`config.mk`:
```
export PLATFORM = sky130hd
export DESIGN_NAME = word_codec
export DESIGN_NICKNAME = d
export VERILOG_FILES = /design/src/word_codec_pkg.sv /design/src/word_codec.sv
export SDC_FILE = /design/constraint.sdc
export NUM_CORES = 1
export LEC_CHECK = 0
export ABC_AREA = 1
export BUFFER_PORTS_ARGS = -buffer_cell sky130_fd_sc_hd__clkbuf_2
export CELL_PAD_IN_SITES_DETAIL_PLACEMENT = 1
export CELL_PAD_IN_SITES_GLOBAL_PLACEMENT = 1
export CORE_MARGIN = 8
export CORE_UTILIZATION = 44
export CTS_CLUSTER_SIZE = 20
export DETAILED_ROUTE_END_ITERATION = 8
export PLACE_DENSITY_LB_ADDON = 0.1
export REMOVE_ABC_BUFFERS = 1
export SKIP_CTS_REPAIR_TIMING = 1
export SLEW_MARGIN = 20
export SYNTH_ARGS = -nofsm -noshare
export SYNTH_HDL_FRONTEND = slang
export SYNTH_SLANG_ARGS = --single-unit
```
`constraint.sdc`:
```
create_clock -name clk -period 5.6 [get_ports clk]
set_input_delay 0 -clock clk [delete_from_list [all_inputs] [get_ports clk]]
set_output_delay 0 -clock clk [all_outputs]
set_load 0.02 [all_outputs]
```
`src/word_codec_pkg.sv`:
```
// shared constants, types and register map of the command/response word codec
package word_codec_pkg;

   // bit and word timing at the 40 ns system clock
   localparam int CLK_NS       = 40;
   localparam int BIT_NS       = 1000;
   localparam int SYNC_HALF_NS = 1500;
   localparam int SYNC_MIN_NS  = 1200;
   localparam int SYNC_MAX_NS  = 2200;
   localparam int RESP_MIN_NS  = 4000;
   localparam int RESP_MAX_NS  = 12000;

   localparam logic [4:0] BIT_CYC       = 5'(BIT_NS / CLK_NS);
   localparam logic [4:0] HALF_CYC      = 5'(BIT_NS / CLK_NS / 2);
   localparam logic [4:0] Q1_CYC        = 5'(BIT_NS / CLK_NS / 4);
   localparam logic [4:0] Q3_CYC        = 5'(BIT_NS * 3 / CLK_NS / 4);
   localparam logic [5:0] SYNC_HALF_CYC = 6'(SYNC_HALF_NS / CLK_NS);
   localparam logic [5:0] SYNC_CHK_CYC  = 6'(SYNC_HALF_NS / CLK_NS / 2);
   localparam logic [4:0] SYNC_TAIL_CYC = 5'(SYNC_HALF_NS / CLK_NS - BIT_NS / CLK_NS);
   localparam logic [5:0] SYNC_MIN_CYC  = 6'((SYNC_MIN_NS + CLK_NS - 1) / CLK_NS);
   localparam logic [5:0] SYNC_MAX_CYC  = 6'(SYNC_MAX_NS / CLK_NS);
   localparam logic [8:0] RESP_MIN_CYC  = 9'((RESP_MIN_NS + CLK_NS - 1) / CLK_NS);
   localparam logic [8:0] RESP_MAX_CYC  = 9'(RESP_MAX_NS / CLK_NS);

   // word layout
   localparam int         WORD_BITS_N = 20;
   localparam logic [4:0] SYNC_BITS   = 5'd3;
   localparam logic [4:0] PARITY_IDX  = 5'd16;
   localparam logic [4:0] LAST_BIT    = 5'(WORD_BITS_N - 1);
   localparam int         WORD_CYC    = WORD_BITS_N * (BIT_NS / CLK_NS);

   // command fields
   localparam logic [4:0] BCAST_ADDR  = 5'h1f;
   localparam logic [4:0] MODE_SA_LO  = 5'h00;
   localparam logic [4:0] MODE_SA_HI  = 5'h1f;
   localparam logic [5:0] MAX_WC      = 6'h20;

   // register map, byte offsets
   localparam logic [3:0] REG_CTRL    = 4'h0;
   localparam logic [3:0] REG_COND    = 4'h4;
   localparam logic [3:0] REG_STATUS  = 4'h8;
   localparam logic [3:0] REG_LASTCMD = 4'hc;
   localparam int         CTRL_ADDR_MSB = 4;
   localparam int         CTRL_EN_BIT   = 5;
   localparam int         COND_MSB      = 4;
   localparam int         COND_SR       = 0;
   localparam int         COND_BUSY     = 1;
   localparam int         COND_SSF      = 2;
   localparam int         COND_TF       = 3;
   localparam int         COND_DBCA     = 4;
   localparam logic [4:0] CTRL_ADDR_RST = 5'h00;
   localparam logic [4:0] COND_RST      = 5'h00;

   typedef struct packed {
      logic [15:0] data;
      logic        sync_cmd;
      logic        parity_ok;
      logic        manch_err;
   } rx_word_s;

   typedef struct packed {
      logic [15:0] data;
      logic        sync_cmd;
   } tx_word_s;

   typedef struct packed {
      logic [4:0] addr;
      logic       transmit;
      logic [4:0] subaddr;
      logic       mode;
      logic [5:0] count;
      logic [4:0] mode_code;
      logic       broadcast;
   } cmd_s;

endpackage

```
`src/word_codec.sv`:
```
// terminal-side Manchester word codec with command parsing and status word logic
// Summary of operation
// each word is 20 bit times: 3 sync, 16 information bits, odd parity bit.
// Manchester bi-phase; one is high-then-low, zero is low-then-high, mid-bit transition.
// every received word reports its sync type and whether parity was valid; the terminal's own echo is decoded but not reported.
// encoder sends the requested sync and appends odd parity itself.
// command bits 4-8 are terminal address, bit 9 selects receive or transmit.
// subaddress 00000 or 11111 marks a mode command, others address subsystem.
// word count field of zero means 32; mode commands carry a mode code there.
// data words use the inverted sync of command and status words.
// sixteen information bits travel most significant bit first.
// valid command clears status, then still-present conditions set their bits again.
// message error sets bit 9, data is discarded and status is withheld.
// status bits 4 to 8 carry the terminal's programmed address.
// instrumentation bit 10 is always sent as zero in status.
// service request bit 11 set when terminal needs controller service.
// reserved status bits 12 to 14 are sent as zero.
// valid broadcast sets bit 15 and suppresses the status response.
// busy bit 16 reports terminal cannot move data to its subsystem.
// bit 17 reports a subsystem fault.
// bit 18 reports accepted bus control after the matching mode code.
// terminal flag bit 19 reports a fault in terminal hardware.
// mode command may bring one data word; terminal answers with status.
// respond as terminal only to own address, otherwise only monitor words.
// response starts 4 to 12 us after the command; later counts as none.
// terminal address 31 is broadcast: data accepted, no status returned.
// command sync is 1.5 us low then 1.5 us high, data sync inverted.
// single synchronous clock; reset clears decoder, encoder and status bits.
// a bit cell without mid-bit transition is a Manchester error, word invalid.
//
// Decided for this implementation: the plain strobed port and the placing of the registers.
module word_codec
   import word_codec_pkg::*;
#(
   parameter logic [4:0] DBC_MODE_CODE = 5'h02
)(
   input  logic        clk,
   input  logic        rst_n,
   input  logic        rx_hi,
   input  logic        rx_lo,
   output logic        tx_hi,
   output logic        tx_lo,
   output logic        tx_drive,
   input  logic [3:0]  reg_addr,
   input  logic [31:0] reg_wdata,
   input  logic        reg_wr,
   input  logic        reg_rd,
   output logic [31:0] reg_rdata,
   input  logic        host_tx_valid,
   input  tx_word_s    host_tx,
   output logic        host_tx_ready,
   output logic        rx_valid,
   output rx_word_s    rx_word,
   output logic        cmd_valid,
   output cmd_s        cmd,
   output logic        data_valid,
   output logic [15:0] data_word,
   output logic        msg_done,
   output logic        msg_error,
   output logic        bus_ctrl_taken
);

   typedef enum logic [1:0] {D_IDLE = 2'b00, D_SYNC2 = 2'b01, D_BITS = 2'b10} dec_state_e;
   typedef enum logic [1:0] {M_IDLE = 2'b00, M_RXDATA = 2'b01, M_GAP = 2'b10, M_RESP = 2'b11} msg_state_e;

   // ---------------- registers ----------------
   logic [4:0]  own_addr;
   logic        rt_enable;
   logic [4:0]  cond;
   logic [15:0] last_cmd;
   logic        last_bcast;
   logic [15:0] status_word;
   logic [31:0] rd_value;
   dec_state_e  d_state;
   msg_state_e  m_state;

   assign rd_value = (reg_addr == REG_CTRL)    ? {26'h0, rt_enable, own_addr} :
                     (reg_addr == REG_COND)    ? {27'h0, cond} :
                     (reg_addr == REG_STATUS)  ? {13'h0, d_state != D_IDLE, m_state, status_word} :
                     (reg_addr == REG_LASTCMD) ? {15'h0, last_bcast, last_cmd} : 32'h0;

   always_ff @(posedge clk) begin
      if (!rst_n) begin
         own_addr  <= CTRL_ADDR_RST;
         rt_enable <= 1'b0;
         cond      <= COND_RST;
         reg_rdata <= 32'h0;
      end else begin
         if (reg_wr && reg_addr == REG_CTRL) begin
            own_addr  <= reg_wdata[CTRL_ADDR_MSB:0];
            rt_enable <= reg_wdata[CTRL_EN_BIT];
         end
         if (reg_wr && reg_addr == REG_COND) begin
            cond <= reg_wdata[COND_MSB:0];
         end
         reg_rdata <= reg_rd ? rd_value : 32'h0;
      end
   end

   // ---------------- decoder ----------------
   logic        rx_hi_m, rx_hi_s, rx_lo_m, rx_lo_s;
   logic        prev_lvl, prev_act;
   logic [5:0]  rcnt, dcnt;
   logic [4:0]  d_bc, d_bi;
   logic        d_h1, d_err, d_cmd, d_echo;
   logic [16:0] d_sh;
   logic        tx_en;
   logic        lvl, act, rx_edge;

   // only one line asserted is a driven bus; both low is idle
   assign lvl     = rx_hi_s;
   assign act     = rx_hi_s ^ rx_lo_s;
   assign rx_edge = act & prev_act & (lvl != prev_lvl);

   always_ff @(posedge clk) begin
      if (!rst_n) begin
         rx_hi_m <= 1'b0;
         rx_hi_s <= 1'b0;
         rx_lo_m <= 1'b0;
         rx_lo_s <= 1'b0;
         prev_lvl <= 1'b0;
         prev_act <= 1'b0;
         rcnt <= 6'h00;
         dcnt <= 6'h00;
         d_bc <= 5'h00;
         d_bi <= 5'h00;
         d_h1 <= 1'b0;
         d_err <= 1'b0;
         d_cmd <= 1'b0;
         d_echo <= 1'b0;
         d_sh <= 17'h0;
         d_state <= D_IDLE;
         rx_valid <= 1'b0;
         rx_word <= '0;
      end else begin
         rx_hi_m <= rx_hi;
         rx_hi_s <= rx_hi_m;
         rx_lo_m <= rx_lo;
         rx_lo_s <= rx_lo_m;
         prev_lvl <= lvl;
         prev_act <= act;
         rx_valid <= 1'b0;
         // a run longer than any Manchester half pair can only be a sync half
         rcnt <= (!act || rx_edge) ? 6'h00 : ((rcnt == 6'h3f) ? rcnt : rcnt + 6'h01);
         case (d_state)
            D_IDLE: begin
               if (rx_edge && rcnt >= SYNC_MIN_CYC && rcnt <= SYNC_MAX_CYC) begin
                  d_state <= D_SYNC2;
                  d_cmd <= ~prev_lvl;
                  d_echo <= tx_en;
                  dcnt <= 6'h00;
               end
            end
            D_SYNC2: begin
               dcnt <= dcnt + 6'h01;
               if (!act || (dcnt == SYNC_CHK_CYC && lvl != d_cmd)) begin
                  d_state <= D_IDLE;
               end else if (dcnt == SYNC_HALF_CYC - 6'h01) begin
                  d_state <= D_BITS;
                  d_bc <= 5'h00;
                  d_bi <= 5'h00;
                  d_err <= 1'b0;
               end
            end
            D_BITS: begin
               d_bc <= d_bc + 5'h01;
               if (d_bc == Q1_CYC) begin
                  d_h1 <= lvl;
               end
               if (d_bc == Q3_CYC) begin
                  d_sh <= {d_sh[15:0], d_h1};
                  if (lvl == d_h1 || !act) begin
                     d_err <= 1'b1;
                  end
               end
               if (d_bc == BIT_CYC - 5'h01) begin
                  d_bc <= 5'h00;
                  d_bi <= d_bi + 5'h01;
                  if (d_bi == PARITY_IDX) begin
                     d_state <= D_IDLE;
                     // our own echo is not handed on
                     rx_valid <= ~d_echo;
                     rx_word <= '{data: d_sh[16:1], sync_cmd: d_cmd, parity_ok: ^d_sh, manch_err: d_err};
                  end
               end
            end
            default: d_state <= D_IDLE;
         endcase
      end
   end

   // ---------------- command parsing ----------------
   logic [4:0] rx_addr, rx_sa, rx_wc;
   logic       rx_tr, word_ok, is_mode, is_bcast, cmd_hit, is_data, bad_word;
   logic [5:0] need;

   assign rx_addr  = rx_word.data[15:11];
   assign rx_tr    = rx_word.data[10];
   assign rx_sa    = rx_word.data[9:5];
   assign rx_wc    = rx_word.data[4:0];
   assign word_ok  = rx_valid & rx_word.parity_ok & ~rx_word.manch_err;
   assign is_mode  = (rx_sa == MODE_SA_LO) | (rx_sa == MODE_SA_HI);
   assign is_bcast = rx_addr == BCAST_ADDR;
   // other addresses are only passed on as monitored words
   assign cmd_hit  = word_ok & rx_word.sync_cmd & rt_enable & (rx_addr == own_addr | is_bcast) &
                     (m_state != M_RESP);
   // receive mode codes with the top bit set carry one data word toward the terminal
   assign need     = is_mode ? {5'h00, ~rx_tr & rx_wc[4]} :
                     (rx_tr ? 6'h00 : ((rx_wc == 5'h00) ? MAX_WC : {1'b0, rx_wc}));
   assign is_data  = word_ok & ~rx_word.sync_cmd & (m_state == M_RXDATA);
   assign bad_word = rx_valid & (m_state == M_RXDATA) & ~cmd_hit & ~is_data;

   // ---------------- status word ----------------
   logic st_me, st_sr, st_bcr, st_busy, st_ssf, st_dbca, st_tf;

   assign status_word = {own_addr, st_me, 1'b0, st_sr, 3'b000, st_bcr, st_busy, st_ssf, st_dbca, st_tf};
   assign bus_ctrl_taken = st_dbca;

   always_ff @(posedge clk) begin
      if (!rst_n) begin
         st_me <= 1'b0;
         st_sr <= 1'b0;
         st_bcr <= 1'b0;
         st_busy <= 1'b0;
         st_ssf <= 1'b0;
         st_dbca <= 1'b0;
         st_tf <= 1'b0;
      end else if (cmd_hit) begin
         // cleared by the command, live conditions set their bits at once
         st_me <= 1'b0;
         st_bcr <= is_bcast;
         st_sr <= cond[COND_SR];
         st_busy <= cond[COND_BUSY];
         st_ssf <= cond[COND_SSF];
         st_tf <= cond[COND_TF];
         st_dbca <= is_mode & (rx_wc == DBC_MODE_CODE) & cond[COND_DBCA];
      end else begin
         st_me <= st_me | bad_word;
         st_sr <= st_sr | cond[COND_SR];
         st_busy <= st_busy | cond[COND_BUSY];
         st_ssf <= st_ssf | cond[COND_SSF];
         st_tf <= st_tf | cond[COND_TF];
      end
   end

   // ---------------- message sequencing ----------------
   logic [5:0] remain;
   logic [8:0] gcnt;
   logic       enc_free, load_status, load_host, load;

   assign load_status   = (m_state == M_RESP) & enc_free;
   assign host_tx_ready = enc_free & (m_state == M_IDLE);
   assign load_host     = host_tx_valid & host_tx_ready;
   assign load          = load_status | load_host;

   always_ff @(posedge clk) begin
      if (!rst_n) begin
         m_state <= M_IDLE;
         remain <= 6'h00;
         gcnt <= 9'h000;
         cmd_valid <= 1'b0;
         cmd <= '0;
         last_cmd <= 16'h0;
         last_bcast <= 1'b0;
         data_valid <= 1'b0;
         data_word <= 16'h0;
         msg_done <= 1'b0;
         msg_error <= 1'b0;
      end else begin
         cmd_valid <= cmd_hit;
         data_valid <= 1'b0;
         msg_done <= 1'b0;
         msg_error <= 1'b0;
         if (cmd_hit) begin
            cmd <= '{addr: rx_addr, transmit: rx_tr, subaddr: rx_sa, mode: is_mode,
                     count: is_mode ? 6'h00 : ((rx_wc == 5'h00) ? MAX_WC : {1'b0, rx_wc}),
                     mode_code: is_mode ? rx_wc : 5'h00, broadcast: is_bcast};
            last_cmd <= rx_word.data;
            last_bcast <= is_bcast;
            remain <= need;
            gcnt <= 9'h000;
            m_state <= (need != 6'h00) ? M_RXDATA : M_GAP;
         end else begin
            case (m_state)
               M_RXDATA: begin
                  if (is_data) begin
                     data_valid <= 1'b1;
                     data_word <= rx_word.data;
                     remain <= remain - 6'h01;
                     if (remain == 6'h01) begin
                        m_state <= M_GAP;
                        gcnt <= 9'h000;
                     end
                  end else if (bad_word) begin
                     m_state <= M_GAP;
                     gcnt <= 9'h000;
                  end
               end
               M_GAP: begin
                  gcnt <= gcnt + 9'h001;
                  if (st_me || st_bcr) begin
                     // no answer; host drops the words when msg_error is set
                     m_state <= M_IDLE;
                     msg_done <= 1'b1;
                     msg_error <= st_me;
                  end else if (gcnt == RESP_MIN_CYC - 9'h001) begin
                     m_state <= M_RESP;
                  end
               end
               M_RESP: begin
                  if (enc_free) begin
                     m_state <= M_IDLE;
                     msg_done <= 1'b1;
                  end
               end
               default: m_state <= M_IDLE;
            endcase
         end
      end
   end

   // ---------------- encoder ----------------
   logic [4:0]  tx_bc, tx_bi;
   logic [16:0] tx_word;
   logic        tx_cmd, sync_first, enc_lvl;
   tx_word_s    next_word;

   // next word may load in the last cycle so words follow with no gap
   assign enc_free   = ~tx_en | (tx_bi == LAST_BIT & tx_bc == BIT_CYC - 5'h01);
   assign next_word  = load_status ? '{data: status_word, sync_cmd: 1'b1} : host_tx;
   assign sync_first = (tx_bi == 5'h00) | (tx_bi == 5'h01 & tx_bc < SYNC_TAIL_CYC);
   assign enc_lvl    = (tx_bi < SYNC_BITS) ? (tx_cmd ^ sync_first) : (tx_word[16] ^ (tx_bc >= HALF_CYC));

   always_ff @(posedge clk) begin
      if (!rst_n) begin
         tx_en <= 1'b0;
         tx_bc <= 5'h00;
         tx_bi <= 5'h00;
         tx_word <= 17'h0;
         tx_cmd <= 1'b0;
         tx_hi <= 1'b0;
         tx_lo <= 1'b0;
         tx_drive <= 1'b0;
      end else begin
         tx_hi <= tx_en & enc_lvl;
         tx_lo <= tx_en & ~enc_lvl;
         tx_drive <= tx_en;
         if (load) begin
            tx_en <= 1'b1;
            tx_bc <= 5'h00;
            tx_bi <= 5'h00;
            tx_word <= {next_word.data, ~^next_word.data};
            tx_cmd <= next_word.sync_cmd;
         end else if (tx_en) begin
            if (tx_bc == BIT_CYC - 5'h01) begin
               tx_bc <= 5'h00;
               tx_bi <= tx_bi + 5'h01;
               if (tx_bi >= SYNC_BITS) begin
                  tx_word <= {tx_word[15:0], 1'b0};
               end
               if (tx_bi == LAST_BIT) begin
                  tx_en <= 1'b0;
               end
            end else begin
               tx_bc <= tx_bc + 5'h01;
            end
         end
      end
   end

   // ---------------- checks ----------------
   logic [15:0] tx_len;
   logic [8:0]  quiet;

   always_ff @(posedge clk) begin
      if (!rst_n) begin
         tx_len <= 16'h0;
         quiet <= 9'h000;
      end else begin
         tx_len <= tx_en ? tx_len + 16'h1 : 16'h0;
         quiet <= rx_valid ? 9'h000 : ((quiet == 9'h1ff) ? quiet : quiet + 9'h001);
      end
   end
endmodule

```
# Word level (Yosys, flattened, before mapping)
# Cells that the tools add are included.
op_classes:
  div_mod_pow: 0
  n_eq_ne: 42
  n_addsub: 8
  bitwise_logic: 51
  mux: 63
  shift: 0
  n_reduce_logical: 53
  n_lt_le_gt_ge: 6
  multipliers: 0
ops:
  columns: ["cell", "n"]
  rows:
  - ["17-bit two-way mux", 6]
  - ["6-bit two-way mux", 10]
  - ["5-bit equality test (second input constant)", 7]
  - ["5-bit two-way mux", 6]
  - ["9-bit two-way mux", 3]
  - ["2-bit two-way mux", 13]
  - ["1-bit AND", 23]
  - ["5-bit by 1-bit adder with 5-bit output (second input constant)", 4]
  - ["5-bit case mux with 2 select lines", 2]
  - ["19-bit two-way mux", 1]
  - ["9-bit case mux with 2 select lines", 1]
  - ["2-bit nonzero test", 9]
  - ["17-bit XOR reduction", 1]
  - ["1-bit two-way mux", 16]
  - ["2-bit inequality test (second input constant)", 8]
  - ["4-bit AND reduction", 4]
  - ["16-bit XNOR reduction", 1]
  - ["5-bit zero test", 3]
  - ["1-bit NOT", 15]
  - ["3-bit AND reduction", 5]
  - ["2-bit AND reduction", 7]
  - ["6-bit by 1-bit adder with 6-bit output (second input constant)", 2]
  - ["6-bit equality test (second input constant)", 2]
  - ["2-bit case mux with 3 select lines", 2]
  - ["other kinds (41)", 72]
word_totals:
  memories: 0
  regBits: 229
  ram_bits: 0
  input_bits: 60
  rom_bits: 0
  latchBits: 0
  output_inout_bits: 101
  wordCells: 281

# Logic depth before layout (Yosys ltp)
logic_depth:
  depth_word: 13
  depth_mapped: 19
  ltp_nobuf: 18

# Least setup slack after synthesis
# Ideal clock, no wire load.
synth_path:
  kind: "register to register"
  from: "register tx_bi[0]"
  to: "register tx_word[8]"
  n_path_buf: 1
  path_stages_with_launch: 14
  period_less_slack_ns: 1.992
  setup_time_ns: 0.117
  setup_slack_ns: 3.608
  arrival_time_ns: 1.875
  t_required_ns: 5.483
  cell_sequence: "dfxtp_1 -> ha_1 -> nand2_1 -> nor2_2 -> nand2_4 -> nand2_8 -> inv_2 -> nor2_2 -> nand2_1 -> nand2_4 -> inv_2 -> clkbuf_1 -> a21oi_1 -> nor2_1"
synth_between:
  elab_chain_len: 8
  elab_cells_between_ends: 14
  cone_classes: "order compare (1); eq/ne (1); mux (2); bitwise (6); reduce/logical (4)"
synth_lines:
  columns: ["item", "line", "rtl"]
  rows:
  - ["from (decl)", "word_codec.sv:323", "logic [4:0] tx_bc, tx_bi;"]
  - ["from (signal assigned)", "word_codec.sv:357", "tx_bi <= tx_bi + 5'h01;"]
  - ["5-bit equality test (*)", "word_codec.sv:329", "assign enc_free = ~tx_en | (tx_bi == LAST_BIT & tx_bc == BIT_CYC - 5'h01);"]
  - ["1-bit AND (*)", "word_codec.sv:329", null]
  - ["1-bit bitwise OR (*)", "word_codec.sv:329", null]
  - ["1-bit AND (*)", "word_codec.sv:252", "assign host_tx_ready = enc_free & (m_state == M_IDLE);"]
  - ["named net host_tx_ready", "word_codec.sv:51", "output logic host_tx_ready,"]
  - ["1-bit AND (*)", "word_codec.sv:253", "assign load_host = host_tx_valid & host_tx_ready;"]
  - ["1-bit bitwise OR (*)", "word_codec.sv:254", "assign load = load_status | load_host;"]
  - ["2-bit nonzero test (no line)", null, null]
  - ["3-bit AND reduction (no line)", null, null]
  - ["to (signal assigned)", "word_codec.sv:352", "tx_word <= {next_word.data, ~^next_word.data};"]
  - ["to (signal assigned)", "word_codec.sv:359", "tx_word <= {tx_word[15:0], 1'b0};"]
  - ["to (decl)", "word_codec.sv:324", "logic [16:0] tx_word;"]
# Mark *: on every way through the listed nets, which the timed path passes. The rest lies on a longest branch.
# A chain may end at the register's enable or synchronous reset.

# Worst setup path in the final report
layout_path:
  from: "register m_state[0]"
  to: "register gcnt[0]"
layout_between:
  elab_chain_len: 7
  elab_cells_between_ends: 17
  cone_classes: "eq/ne (5); mux (2); bitwise (7); reduce/logical (3)"
layout_lines:
  columns: ["item", "line", "rtl"]
  rows:
  - ["from (decl)", "word_codec.sv:75", "msg_state_e m_state;"]
  - ["from (signal assigned)", "word_codec.sv:282", "m_state <= (need != 6'h00) ? M_RXDATA : M_GAP;"]
  - ["2-bit inequality test", "word_codec.sv:206", "(m_state != M_RESP);"]
  - ["1-bit AND", "word_codec.sv:205", "assign cmd_hit = word_ok & rx_word.sync_cmd & rt_enable & (rx_addr == own_addr | is_bcast) &"]
  - ["1-bit NOT (no line)", null, null]
  - ["1-bit AND (2 in series)", "word_codec.sv:211", "assign bad_word = rx_valid & (m_state == M_RXDATA) & ~cmd_hit & ~is_data;"]
  - ["3-bit inequality test (no line)", null, null]
  - ["3-bit AND reduction (no line)", null, null]
  - ["to (signal assigned)", "word_codec.sv:300", "gcnt <= gcnt + 9'h001;"]
  - ["to (decl)", "word_codec.sv:248", "logic [8:0] gcnt;"]
# Several ways; a longest one is shown, not always the timed one.

==> results.toml <==
[finish]
n_antenna_cell = 0
layout_commonest_cell = "nand2_1"
final_cells = 1716
finish.net_count = 1505
drive_above_1_share_pct = 14.9
area_delta_synth_final_pct = 17.0
final_cell_mix = "nand2_1, dfxtp_1, inv_1"

[timing]
timing.hold.ws_ns = -0.0490
tightest_pin_transition_ns = 0.985
min_period_ns = 3.25
timing.slew.headroom_pct = 34.3
setup_violations = 0
timing.fmax_mhz = 307
minimum_setup_slack_in_the_final_design_ns = 2.35
worst_clock_skew_ns = 0.00842
final-max-slew-violation-count = 0
setup_tns_ns = 0
final_hold_viol_count = 4
timing.final.crit_share_pct = 58.1
rsz0062_at_grt = "no"

[logic_synthesis]
sequential_cell_area_fraction_in_the_yosys_report_pct = 42.7
post_synth_xor_area_fraction_pct = 3.19
postSynth.topFlopCell = "dfxtp_1"
synthCells = 1307
ff_latch_count_synth = 205
synth_adder_area_share_pct = 2.86
synth.area.mux_share_pct = 0.104
synth_area_per_cell_um2 = 7.36
synth-edff-count = 0
synth_simple_gate_area_share_pct = 24.4
syn_area_um2 = 9620
synthesized_area_fraction_occupied_by_ao_oa_aoi_and_oai_cells_pct = 16.3
yosys.cell_types.count = 48
post_synth_arst_share_pct = 0
synth.yosys.warnings = 0
combinational_family_with_the_most_area_after_synthesis = "simple AND/OR/NAND/NOR gates"

[worst_setup_path]
path_cells = "ha_1 > inv_1 > nand2_2 > nand2_2 > inv_2 > nand2_1 > nor2_1 > a21oi_1 > a21oi_1"
timing.reg2reg.worst_path_depth = 9
timing.reg2reg.setup_slack_ns = 2.35
timing.rr.end = "gcnt[0]"
timing.critical_path.from_type = "flop"
path_class = "reg2reg"
worst-endpoint-required_ns = 6.03
worst-path-max-fanout = 27
critPathSlowestCell = "ha_1"
critPathMaxStageDelay_ns = 0.84
worst_flop_to_flop_path_startpoint = "m_state[0]"
cell_type_group_with_the_largest_total_delay_on_the_critical_path = "simple AND/OR/NAND/NOR gates"
crit_arrival_ns = 3.69
worstSetupEndpointType = "flop"
number_of_buffer_and_inverter_instances_along_the_worst_setup_path = 2

[pwr]
post-layout-total-power_mw = 3.17
pwr_density_cell_nw_per_um2 = 281
worst_ir_drop_on_vdd_mv = 0.212
power.leakage_nw = 4.76

[clock_tree]
clk-insertion-delay-late_ns = 0.51
cts.sinks = 205
path_clk_slew_ns = 0.05
cts_tree = "done"
htree_num_levels = 1
ctsLongestPathBuffers = 3
root_buffer = "clkbuf_16"
cts_inserted_buffers = 24

[min_path]
worstHoldPathCells = 5
worst_hold_startpoint = "host_tx[3]"
holdCritPathClass = "in2reg"
hold_path_end = "tx_word[3]"

[drt]
remaining_drc_errors = 0
detailroute.via_count = 8982
first_pass_iters = 5
antenna_left = 0
finalWirelength_um = 29600
first_iter_violations = 465
post_drt_wl_per_cell_um = 17.2
post_drt_via_cell_ratio = 5.23

[flow_run]
maxCapViolations = 0

[floorplan]
die_x_um = 164
initial_core_util_pct = 44.5
top_level_ports = 161
die-height_um = 164
core.rowCount = 54
placeableCoreArea_um2 = 21600
floorplan.die_area_um2 = 26900

[grt]
pin_count_of_the_biggest_net_entering_global_routing = 72
first_global_vias = 8958
grt_overflow = 0
antenna_found_initial = 0
global_route_wire_length_before_repair_um = 47100
globalRouteTotalUtil_pct = 21.5

[place]
dpl_worst_slack_ns = 2.39
weighted_congestion_reported_at_the_end_of_routability_driven_placement = 0.824
dpl.cell_count = 1651
port_buffers = 121
dp.final_hpwl_um = 21300

[outcome]
failed_checks = "hold timing"
outcome = "complete, but fails checks"
[power breakdown]
group	switching, mW	internal [mW]	total [mW]	leakage, nW
Combinational	0.119	0.0588	0.177	2.72
Sequential	0.0135	1.48	1.49	1.66
Clock	0.600	0.897	1.50	0.375
Total	0.732	2.43	3.17	4.76
[metal layers]
layer | global-route usage [%] | vias up | share of wire [%]
met2 | 37.4 | 138 | 48
li1 | - | 4484 | -
met3 | 2.81 | 44 | 3.3
met4 | 6.65 | 0 | 2.5
met5 | 0 | - | 0
met1 | 27.3 | 4316 | 46
[state kept, by name, indices dropped and copies added, names as in the netlist, 6 cells and up]
signal and count:
tx_word 17, gcnt 9, cmd 21, data_word 16, rcnt 6, reg_rdata 19, dcnt 6, d_sh 17
remain 6, last_cmd 7, rx_word 19
[synthesized netlist by cell type, drive strengths merged (22+ instances only)]
master  number  area [µm²]
a21oi       99         507
inv        152         571
nand3       76         385
nor3        24         120
nand2      308        1250
ha          22         275
o21ai       91         463
clkbuf      29         109
nor2       108         425
buf         45         319
dfxtp      205        4100
o22ai       26         163
[final cells by class]
cell class	count	area, µm²
Clock buffer	36	737
Fill cell	2789	10400
Multi-Input combinational cell	886	4570
Clock inverter	3	15.0
Sequential cell	205	4100
Inverter	154	578
Tap cell	280	350
Timing Repair Buffer	152	903
[worst max-delay path by stage]
stage               startpoint        end  slack, ns  cells after the start
floorplan           m_state[1]  remain[3]       2.53                      9
global placement    m_state[0]    gcnt[0]       2.44                      9
detailed placement  m_state[0]    gcnt[0]       2.39                      9
CTS                 m_state[0]    gcnt[0]       2.37                      9
global route        m_state[0]    gcnt[0]       2.07                      9
finish              m_state[0]    gcnt[0]       2.35                      9
[cells by family (layout without fill, tap and decap cells)]
logic type / after synthesis / count (layout)
flip-flops: 205 / 205
multiplexers: 1 / 1
adder cells (fa/ha/maj): 22 / 22
other: 1 / 13
AO/OA/AOI/OAI: 274 / 274
XOR/XNOR: 35 / 35
AND/OR/NAND/NOR: 541 / 541
buffers and inverters: 228 / 345
[worst register-to-register path, stage by stage, from the launching register on]
cell	delay, ns
dfxtp_1	0.41
ha_1	0.84
inv_1	0.17
nand2_2	0.36
nand2_2	0.48
inv_2	0.49
nand2_1	0.16
nor2_1	0.11
a21oi_1	0.05
a21oi_1	0.12
[through the flow]
stage | util [%] | instance area (µm²)
floorplan | - | 9240
global placement | 47.4 | 10200
detailed placement | 47.4 | 10200
CTS | 50.9 | 11000
global route | 52.1 | 11300
finish | 52.1 | 11300
Note: power is estimated with default switching activity, not from simulation.
